$ cat config.mk
export PLATFORM = sky130hd
export DESIGN_NAME = flash_lock_security_nvm
export DESIGN_NICKNAME = d
export VERILOG_FILES = /design/src/flash_lock_pkg.sv /design/src/flash_lock_security_nvm.sv
export VERILOG_INCLUDE_DIRS = /design/src
export SDC_FILE = /design/constraint.sdc
export NUM_CORES = 1
export LEC_CHECK = 0
export CAP_MARGIN = 20
export CORE_AREA = 2 2 91 93
export DETAILED_ROUTE_END_ITERATION = 10
export DIE_AREA = 0 0 93 95
export DONT_BUFFER_PORTS = 1
export GPL_ROUTABILITY_DRIVEN = 0
export PLACE_DENSITY = 0.77
export SKIP_LAST_GASP = 1
export SLEW_MARGIN = 20
export SYNTH_ARGS = -nofsm -noshare
export SYNTH_HDL_FRONTEND = slang
export SYNTH_SLANG_ARGS = --single-unit
$ cat constraint.sdc
create_clock -name sys_clk -period 2.71 [get_ports sys_clk]
set_clock_uncertainty 0.15 [all_clocks]
set_input_delay 0.1355 -clock sys_clk [delete_from_list [all_inputs] [get_ports sys_clk]]
set_output_delay 0.1355 -clock sys_clk [all_outputs]
set_load 0.02 [all_outputs]
$ cat src/flash_lock_consts.svh
// Constants for the flash lock and security block
`ifndef FLASH_LOCK_CONSTS_SVH
`define FLASH_LOCK_CONSTS_SVH

// ==========================================================
// Register byte offsets
`define OFS_CMD       12'h000
`define OFS_MODE      12'h004
`define OFS_STATUS    12'h008
`define OFS_MASK      12'h00c
`define OFS_NVSTATE   12'h010
`define OFS_ACCESS    12'h014

// ==========================================================
// Command word fields
`define CMD_OP_LSB     0
`define CMD_OP_MSB     3
`define CMD_ARG_LSB    8
`define CMD_ARG_MSB    15
`define CMD_PAGE_LSB   8
`define CMD_PAGE_MSB   15

// ==========================================================
// Geometry
`define NUM_REGIONS    8
`define REGION_PAGES   32
`define PAGE_BYTES     64
`define PAGE_BITS      8
`define REGION_SHIFT   5
`define REGION_BITS    3
`define NUM_GP_BITS    2

// ==========================================================
// Mode / status / nonvolatile bit positions
`define MODE_LOCK_ERROR_FLAG_EN  0
`define ST_LOCK_ERROR_FLAG       0
`define ST_DONE        1
`define ST_ERASED      2
`define NV_SEC         8
`define NV_GP_LSB      9

// ==========================================================
// Erase pin timing (ms, clock in kHz)
`define ERASE_MIN_MS   50
`define SYS_CLK_KHZ    10000
`define ERASE_CNT_W    20

`endif

$ cat src/flash_lock_pkg.sv
// Types for the flash lock and security block
package flash_lock_pkg;

  // Flash controller command codes
  typedef enum logic [3:0] {
    CMD_NOP        = 4'h0,
    CMD_PROG       = 4'h1,
    CMD_ERASE_PAGE = 4'h2,
    CMD_SET_LOCK   = 4'h3,
    CMD_CLR_LOCK   = 4'h4,
    CMD_ERASE_ALL  = 4'h5,
    CMD_SET_SEC    = 4'h6,
    CMD_SET_GP     = 4'h7,
    CMD_CLR_GP     = 4'h8
  } cmd_e;

  // Erase pin handling states
  typedef enum logic [1:0] {
    ERS_IDLE,
    ERS_WAIT,
    ERS_CLEARED
  } erase_state_e;

endpackage

$ cat src/flash_lock_security_nvm.sv
// Flash lock region, security and nonvolatile bit control with APB slave
//
// The APB interface to the registers and the register addresses were chosen for this implementation.
`timescale 1ns/100ps
`default_nettype none
`include "flash_lock_consts.svh"

module flash_lock_security_nvm #(
  parameter int unsigned ERASE_MIN_CYCLES = (`ERASE_MIN_MS * `SYS_CLK_KHZ) + 1
) (
  input  wire logic        sys_clk,
  input  wire logic        rstn,
  input  wire logic        clk_en,
  input  wire logic        psel,
  input  wire logic        penable,
  input  wire logic        pwrite,
  input  wire logic [11:0] paddr,
  input  wire logic [31:0] pwdata,
  output logic      [31:0] prdata,
  output logic             pready,
  output logic             pslverr,
  input  wire logic        erase_pin,
  input  wire logic        dbg_req,
  input  wire logic        fastprog_req,
  output logic             dbg_grant,
  output logic             fastprog_grant,
  output logic             bod_enable,
  output logic             bod_reset_enable,
  output logic             irq
);

  // ==========================================================
  // Declarations
  logic [31:0] mode_reg;         // Mode register
  logic [2:0]  status_reg;       // Sticky events
  logic [2:0]  mask_reg;         // Interrupt mask
  logic [7:0]  lock_reg;         // Lock bits per region
  logic        sec_reg;          // Security bit
  logic [1:0]  gp_reg;           // General-purpose nonvolatile bits
  logic        ers_s1_reg;       // Synchroniser stage 1
  logic        ers_s2_reg;       // Synchroniser stage 2
  logic [`ERASE_CNT_W-1:0] ers_cnt_reg; // High-time counter
  flash_lock_pkg::erase_state_e ers_state_reg; // Erase pin state
  logic        ers_hit;          // Qualified erase pulse
  logic        ers_pending_reg;  // Erase pin seen, full erase awaited
  logic        wr_acc;           // Write access phase
  logic        rd_acc;           // Read access phase
  logic [3:0]  cmd_op;           // Command opcode
  logic [7:0]  cmd_arg;          // Command argument
  logic        cmd_go;           // Command write
  logic        locked_hit;       // Command targets locked region
  logic        lock_err;         // Lock error event
  logic        cmd_done;         // Command completed event
  logic        full_erased;      // Full erase completed event

  // Region number of a page number
  function automatic logic [`REGION_BITS-1:0] page_region(input logic [7:0] page);
    page_region = page[`REGION_SHIFT +: `REGION_BITS];
  endfunction

  // Address match helper
  function automatic logic hit(input logic [11:0] a, input logic [11:0] ofs);
    hit = (a == ofs);
  endfunction

  // ==========================================================
  // Bus decode
  assign wr_acc  = psel && penable && pwrite && clk_en;
  assign rd_acc  = psel && penable && !pwrite && clk_en;
  assign cmd_go  = wr_acc && hit(paddr, `OFS_CMD);
  assign cmd_op  = pwdata[`CMD_OP_MSB:`CMD_OP_LSB];
  assign cmd_arg = pwdata[`CMD_ARG_MSB:`CMD_ARG_LSB];

  // Erase or program into a locked region
  assign locked_hit = lock_reg[page_region(cmd_arg)];
  assign lock_err = cmd_go && locked_hit &&
                    ((cmd_op == flash_lock_pkg::CMD_PROG) ||
                     (cmd_op == flash_lock_pkg::CMD_ERASE_PAGE));
  assign full_erased = cmd_go && (cmd_op == flash_lock_pkg::CMD_ERASE_ALL) &&
                       (lock_reg == 8'h00);
  assign cmd_done = cmd_go && !lock_err;

  // ==========================================================
  // APB slave: zero wait states, error on unmapped address
  always_ff @(posedge sys_clk) begin
    if (!rstn) begin
      pready  <= 1'b0;
      pslverr <= 1'b0;
    end else if (clk_en) begin
      pready  <= psel && !penable;
      pslverr <= psel && !penable &&
                 !(hit(paddr, `OFS_CMD) || hit(paddr, `OFS_MODE) ||
                   hit(paddr, `OFS_STATUS) || hit(paddr, `OFS_MASK) ||
                   hit(paddr, `OFS_NVSTATE) || hit(paddr, `OFS_ACCESS));
    end
  end

  // Read data, registered in the setup cycle
  always_ff @(posedge sys_clk) begin
    if (!rstn) begin
      prdata <= 32'h0000_0000;
    end else if (clk_en && psel && !penable && !pwrite) begin
      case (paddr)
        `OFS_MODE:    prdata <= mode_reg;
        `OFS_STATUS:  prdata <= {29'h0, status_reg};
        `OFS_MASK:    prdata <= {29'h0, mask_reg};
        `OFS_NVSTATE: prdata <= {21'h0, gp_reg, sec_reg, lock_reg};
        `OFS_ACCESS:  prdata <= {30'h0, fastprog_grant, dbg_grant};
        default:      prdata <= 32'h0000_0000;
      endcase
    end
  end

  // Mode and mask registers
  always_ff @(posedge sys_clk) begin
    if (!rstn) begin
      mode_reg <= 32'h0000_0000;
      mask_reg <= 3'h0;
    end else if (wr_acc) begin
      if (hit(paddr, `OFS_MODE)) begin
        mode_reg <= pwdata;
        mask_reg[`ST_LOCK_ERROR_FLAG] <= pwdata[`MODE_LOCK_ERROR_FLAG_EN];
      end
      if (hit(paddr, `OFS_MASK)) begin
        mask_reg <= pwdata[2:0];
      end
    end
  end

  // ==========================================================
  // Sticky status, write one to clear, set wins
  always_ff @(posedge sys_clk) begin
    if (!rstn) begin
      status_reg <= 3'h0;
    end else if (clk_en) begin
      status_reg <= (status_reg &
                     ~((wr_acc && hit(paddr, `OFS_STATUS)) ? pwdata[2:0] : 3'h0)) |
                    {full_erased, cmd_done, lock_err};
    end
  end

  // Interrupt level output
  always_ff @(posedge sys_clk) begin
    if (!rstn) begin
      irq <= 1'b0;
    end else if (clk_en) begin
      irq <= |(status_reg & mask_reg);
    end
  end

  // ==========================================================
  // Erase pin synchroniser and qualification
  always_ff @(posedge sys_clk) begin
    if (!rstn) begin
      ers_s1_reg <= 1'b0;
      ers_s2_reg <= 1'b0;
    end else if (clk_en) begin
      ers_s1_reg <= erase_pin;
      ers_s2_reg <= ers_s1_reg;
    end
  end

  // High-time counter and state
  always_ff @(posedge sys_clk) begin
    if (!rstn) begin
      ers_cnt_reg   <= '0;
      ers_state_reg <= flash_lock_pkg::ERS_IDLE;
    end else if (clk_en) begin
      case (ers_state_reg)
        flash_lock_pkg::ERS_IDLE: begin
          ers_cnt_reg <= '0;
          if (ers_s2_reg) begin
            ers_state_reg <= flash_lock_pkg::ERS_WAIT;
          end
        end
        flash_lock_pkg::ERS_WAIT: begin
          if (!ers_s2_reg) begin
            ers_state_reg <= flash_lock_pkg::ERS_IDLE;
          end else if (ers_cnt_reg == ERASE_MIN_CYCLES[`ERASE_CNT_W-1:0] - 1'b1) begin
            ers_state_reg <= flash_lock_pkg::ERS_CLEARED;
          end else begin
            ers_cnt_reg <= ers_cnt_reg + 1'b1;
          end
        end
        flash_lock_pkg::ERS_CLEARED: begin
          if (!ers_s2_reg) begin
            ers_state_reg <= flash_lock_pkg::ERS_IDLE;
          end
        end
        default: ers_state_reg <= flash_lock_pkg::ERS_IDLE;
      endcase
    end
  end

  assign ers_hit = clk_en && (ers_state_reg == flash_lock_pkg::ERS_WAIT) && ers_s2_reg &&
                   (ers_cnt_reg == ERASE_MIN_CYCLES[`ERASE_CNT_W-1:0] - 1'b1);

  // Independent count of consecutive high samples, for checking only
  logic [`ERASE_CNT_W:0] ers_run_reg; // Saturating run length
  always_ff @(posedge sys_clk) begin
    if (!rstn) begin
      ers_run_reg <= '0;
    end else if (clk_en) begin
      if (!ers_s2_reg) begin
        ers_run_reg <= '0;                 // Low sample restarts the run
      end else if (!(&ers_run_reg)) begin
        ers_run_reg <= ers_run_reg + 1'b1; // Stops at all ones
      end
    end
  end

  // ==========================================================
  // Lock bits
  always_ff @(posedge sys_clk) begin
    if (!rstn) begin
      lock_reg <= 8'h00;
    end else if (ers_hit) begin
      lock_reg <= 8'h00;
    end else if (cmd_go && cmd_op == flash_lock_pkg::CMD_SET_LOCK) begin
      lock_reg[page_region(cmd_arg)] <= 1'b1;
    end else if (cmd_go && cmd_op == flash_lock_pkg::CMD_CLR_LOCK) begin
      lock_reg[page_region(cmd_arg)] <= 1'b0;
    end
  end

  // Security bit and pending-erase tracking
  always_ff @(posedge sys_clk) begin
    if (!rstn) begin
      sec_reg         <= 1'b0;
      ers_pending_reg <= 1'b0;
    end else if (clk_en) begin
      if (ers_hit) begin
        ers_pending_reg <= 1'b1;
      end else if (full_erased && ers_pending_reg) begin
        ers_pending_reg <= 1'b0;
        sec_reg         <= 1'b0;
      end else if (cmd_go && cmd_op == flash_lock_pkg::CMD_SET_SEC) begin
        sec_reg <= 1'b1;
      end
    end
  end

  // General-purpose nonvolatile bits
  always_ff @(posedge sys_clk) begin
    if (!rstn) begin
      gp_reg <= 2'h0;
    end else if (ers_hit) begin
      gp_reg <= 2'h0;
    end else if (cmd_go && cmd_op == flash_lock_pkg::CMD_SET_GP) begin
      gp_reg[cmd_arg[0]] <= 1'b1;
    end else if (cmd_go && cmd_op == flash_lock_pkg::CMD_CLR_GP) begin
      gp_reg[cmd_arg[0]] <= 1'b0;
    end
  end

  // ==========================================================
  // Outputs from flip-flops
  always_ff @(posedge sys_clk) begin
    if (!rstn) begin
      dbg_grant        <= 1'b0;
      fastprog_grant   <= 1'b0;
      bod_enable       <= 1'b0;
      bod_reset_enable <= 1'b0;
    end else if (clk_en) begin
      dbg_grant        <= dbg_req && !sec_reg;
      fastprog_grant   <= fastprog_req && !sec_reg;
      bod_enable       <= gp_reg[0];
      bod_reset_enable <= gp_reg[1];
    end
  end

  // ==========================================================
  // Assertions
  property p_lock_err;
    @(posedge sys_clk) disable iff (!rstn) lock_err |=> status_reg[`ST_LOCK_ERROR_FLAG];
  endproperty
  a_lock_err: assert property (p_lock_err) else $error("lock error not flagged");

  property p_irq;
    @(posedge sys_clk) disable iff (!rstn)
      clk_en && status_reg[`ST_LOCK_ERROR_FLAG] && mask_reg[`ST_LOCK_ERROR_FLAG] |=> irq;
  endproperty
  a_irq: assert property (p_irq) else $error("irq missing");

  property p_set_lock;
    @(posedge sys_clk) disable iff (!rstn)
      cmd_go && cmd_op == flash_lock_pkg::CMD_SET_LOCK && !ers_hit |=> lock_reg != 8'h00;
  endproperty
  a_set_lock: assert property (p_set_lock) else $error("lock not set");

  property p_erase_locks;
    @(posedge sys_clk) disable iff (!rstn) ers_hit |=> lock_reg == 8'h00 && gp_reg == 2'h0;
  endproperty
  a_erase_locks: assert property (p_erase_locks) else $error("erase did not clear");

  property p_sec_block;
    @(posedge sys_clk) disable iff (!rstn) clk_en && sec_reg |=> !dbg_grant && !fastprog_grant;
  endproperty
  a_sec_block: assert property (p_sec_block) else $error("access while secured");

  property p_open;
    @(posedge sys_clk) disable iff (!rstn) clk_en && !sec_reg && dbg_req |=> dbg_grant;
  endproperty
  a_open: assert property (p_open) else $error("access refused while open");

  property p_sec_set;
    @(posedge sys_clk) disable iff (!rstn) $rose(sec_reg) |-> $past(cmd_go);
  endproperty
  a_sec_set: assert property (p_sec_set) else $error("security set without command");

  property p_bod;
    @(posedge sys_clk) disable iff (!rstn) clk_en |=> bod_enable == $past(gp_reg[0]);
  endproperty
  a_bod: assert property (p_bod) else $error("brownout enable mismatch");

  property p_bodr;
    @(posedge sys_clk) disable iff (!rstn) clk_en |=> bod_reset_enable == $past(gp_reg[1]);
  endproperty
  a_bodr: assert property (p_bodr) else $error("brownout reset mismatch");

  property p_ers_qual;
    @(posedge sys_clk) disable iff (!rstn) ers_hit |-> ers_run_reg >= ERASE_MIN_CYCLES;
  endproperty
  a_ers_qual: assert property (p_ers_qual) else $error("erase qualified while low");

  property p_gp_set;
    @(posedge sys_clk) disable iff (!rstn)
      cmd_go && cmd_op == flash_lock_pkg::CMD_SET_GP && !ers_hit |=> gp_reg[$past(cmd_arg[0])];
  endproperty
  a_gp_set: assert property (p_gp_set) else $error("general bit not set");

  property p_sec_clear;
    @(posedge sys_clk) disable iff (!rstn)
      $fell(sec_reg) && $past(rstn) |-> $past(full_erased) && $past(ers_pending_reg);
  endproperty
  a_sec_clear: assert property (p_sec_clear) else $error("security cleared without erase");

  c_lock_err: cover property (@(posedge sys_clk) disable iff (!rstn) lock_err);
  c_sec: cover property (@(posedge sys_clk) disable iff (!rstn) $fell(sec_reg));
  c_ers: cover property (@(posedge sys_clk) disable iff (!rstn) ers_hit);
  c_irq: cover property (@(posedge sys_clk) disable iff (!rstn) $rose(irq));
  c_gp_both: cover property (@(posedge sys_clk) disable iff (!rstn) gp_reg == 2'h3);

endmodule
`default_nettype wire

==> metrics.yaml <==
status: "finished with violations"
violations: "negative hold slack"
vias: 4640
power_frac_clock_pct: 54.4
grt_use_total_pct: 32.0
final_common_cell: "dfxtp_1"
worstPathRequired_ps: 2970
port_buffers: 0
p_leak_nw: 2.13
syn-instance-count: 572
finalCritPeriodShare_pct: 97.6
finalSetupViolCount: 0
stdcell_count: 738
timing.final.crit_period_ps: 2640
dp_slack_ps: 545
clk_latency_ps: 520
p_int_mw: 3.08
synth_fa_ha_area_share_pct: 0.521
synthArstFlopShare_pct: 0
cts_htree_levels: 4
clk_path_buf_depth: 2
grt_overflow: 0
finalPower_mw: 4.05
synth.distinct_cells: 55
antenna_cells: 0
syn_area_um2: 4800
synthesis.nets: 627
synth-compound-area-share_pct: 17.0
slowest_stage: "dlygate4sd3_1"
dieArea_um2: 8840
setup_slack_ps: 66.0
cp_max_fo: 5
p_seq_share_pct: 41.4
arrival_ps: 2900
final_nets: 675
synthMuxAreaShare_pct: 2.76
cts_buffers: 17
cts_root_buf: "clkbuf_8"
avgSynthCellArea_um2: 8.40
antenna_found_initial: 0
rsz0062_at_grt: "yes"
drt-pass1-iter-count: 6
switching_share_pct: 24.1
synth-main-ff-cell: "dfxtp_1"
hold_viol: 5
die_x_um: 93
ys_ff_latch: 113
synth_top_cell_by_area: "dfxtp_1"
post_drt_wl_per_cell_um: 18.7
drive_gt1_share_pct: 8.69
slowest_delay_ps: 650
place.detailed.hpwl_um: 8030
drv_cap: 0
synth-edff-count: 0
finalSetupTns_ps: 0
first_iter_violations: 307
worst_pin_slew_ps: 674
slew_headroom_pct: 53.9
synth_xor_area_share_pct: 2.73
dp_cells: 650
power_switching_mw: 0.975
combPwrFrac_pct: 4.2
fmax_ghz: 0.378
grt_max_degree: 48
n_fill_cell: 522
drc: 0
row_count: 33
syn_to_final_growth_pct: 25.1
cpMostUsedCell: "dlygate4sd3_1"
postCtsSetupBuffers: 0
hold_path.class: "in -> reg"
seq_area_frac_synth_pct: 47.1
wl_um: 13800
cts_tree: "yes"
final_cell_mix: "dfxtp_1 (113), nand2_1 (100), nor2_1 (56), dlygate4sd3_1 (56), a21oi_1 (48)"
synthTopCellsByArea: "dfxtp_1 (47%), nand2_1 (7.8%), a21oi_1 (5.0%)"
final_core_util_pct: 75.8
crit_chain: "dlygate4sd3_1, nor4_4, nand3_2, a21oi_1, dlygate4sd3_1, o22ai_1, dlygate4sd3_1, and2_1"
pin_count: 92
start_kind: "input port"
yosys.area_share.simple_pct: 25.9
dieHeight_um: 95
yosys_warnings: 0
slew_violations: 0
grt_pass1_vias: 4458
whs_ps: -42.5
ant_nets: 0
coreArea_um2: 7930
synth_top_family_by_area: "simple AND/OR/NAND/NOR gates"
cts.clk_slew.worst_paths_ps: 60
vdd_ir_drop_max_mv: 0.588
clkSinkCount: 113
initial_core_util_pct: 60.6
synth.top_cell.area_share_pct: 47.1
viasPerCell: 6.29
p_per_area_nw_per_um2: 674
worstSetupPathType: "in -> reg"
crit_path_end_kind: "flop"
grt_pass1_wl_um: 21900
==> power by group through the flow <==
stage               combinational [mW]  clock (mW)  sequential (mW)
floorplan                       0.0847           0             1.71
global placement                0.0797           0             1.71
detailed placement              0.0817           0             1.71
CTS                              0.161        2.21             1.68
global route                     0.181        2.30             1.68
finish                           0.170        2.20             1.68
==> repair_timing <==
| action | CTS | global route |
|---|---|---|
| hold buffers | 54 | 2 |
| setup endpoints to repair | 0 | 2 |
| hold endpoints to repair | 81 | 2 |
| gates resized for setup | 0 | 5 |
==> worst paths after layout <==
| path | startpoint | endpoint | slack (ps) | cells past startpoint |
|---|---|---|---|---|
| min | paddr[9] | mask_reg[0]$_SDFFE_PN0P_ | -40 | 5 |
| max | paddr[10] | pslverr$_SDFFE_PN0P_ | 70 | 8 |
| max reg2reg | flop | status_reg[1]$_SDFFE_PN0P_ | 240 | 6 |
| min reg2reg | mode_reg[5]$_SDFFE_PN0P_ | prdata[5]$_SDFFE_PN0P_ | 300 | 2 |
==> kinds of logic after synthesis <==
group / count (synthesis)
DFF: 113
and+or+nand+nor: 258
buffers and inverters: 45
xor gates and xnor gates: 15
muxes: 13
adders and majority gates: 2
AOI/OAI and AO/OA: 126
==> per-layer routing <==
metal  track usage, %  routed length (um)  vias to the layer above
li1                 -                   -                     2140
met1             36.7                5450                     2238
met2             53.0                6810                      211
met3             11.0                1050                       51
met4             16.5                 458                        0
met5                0                   0                        -
==> cell type report <==
class | instances | area [um2] | share of cell area, %
clock buffers | 17 | 414 | 6.89
clock inverters | 15 | 174 | 2.89
inverters | 11 | 41.3 | 0.687
multi-input cells | 414 | 2370 | 39.5
flip-flops and latches | 113 | 2260 | 37.6
well taps | 105 | 131 | 2.19
repair buffers | 63 | 613 | 10.2
==> Yosys cell counts (5+ instances only) <==
cell type	number
nor2b_1	7
nor4_1	8
dfxtp_1	113
nor2_1	56
a21oi_1	48
nand4_1	12
a22oi_1	32
o21ai_0	13
inv_1	10
nand2_1	100
mux2i_1	11
nand3_1	24
o211ai_1	9
clkbuf_1	25
nand2b_1	7
nor3_1	10
buf_2	6
xnor2_1	7
xor2_1	8
and4_1	5
==> worst max-delay path, delay by kind of cell <==
kind | cells | cell delay [ps]
compound gates | 2 | 330
simple gates | 3 | 640
buf+inv | 3 | 1810
==> through the flow <==
step                hold slack, ps  area, um2
global placement              83.3       4840
detailed placement            89.0       4840
global route                  17.9       6010
finish                       -42.5       6010
floorplan                      124       4800
CTS                           26.8       5970
No activity file was read; power rests on OpenSTA's default activity.
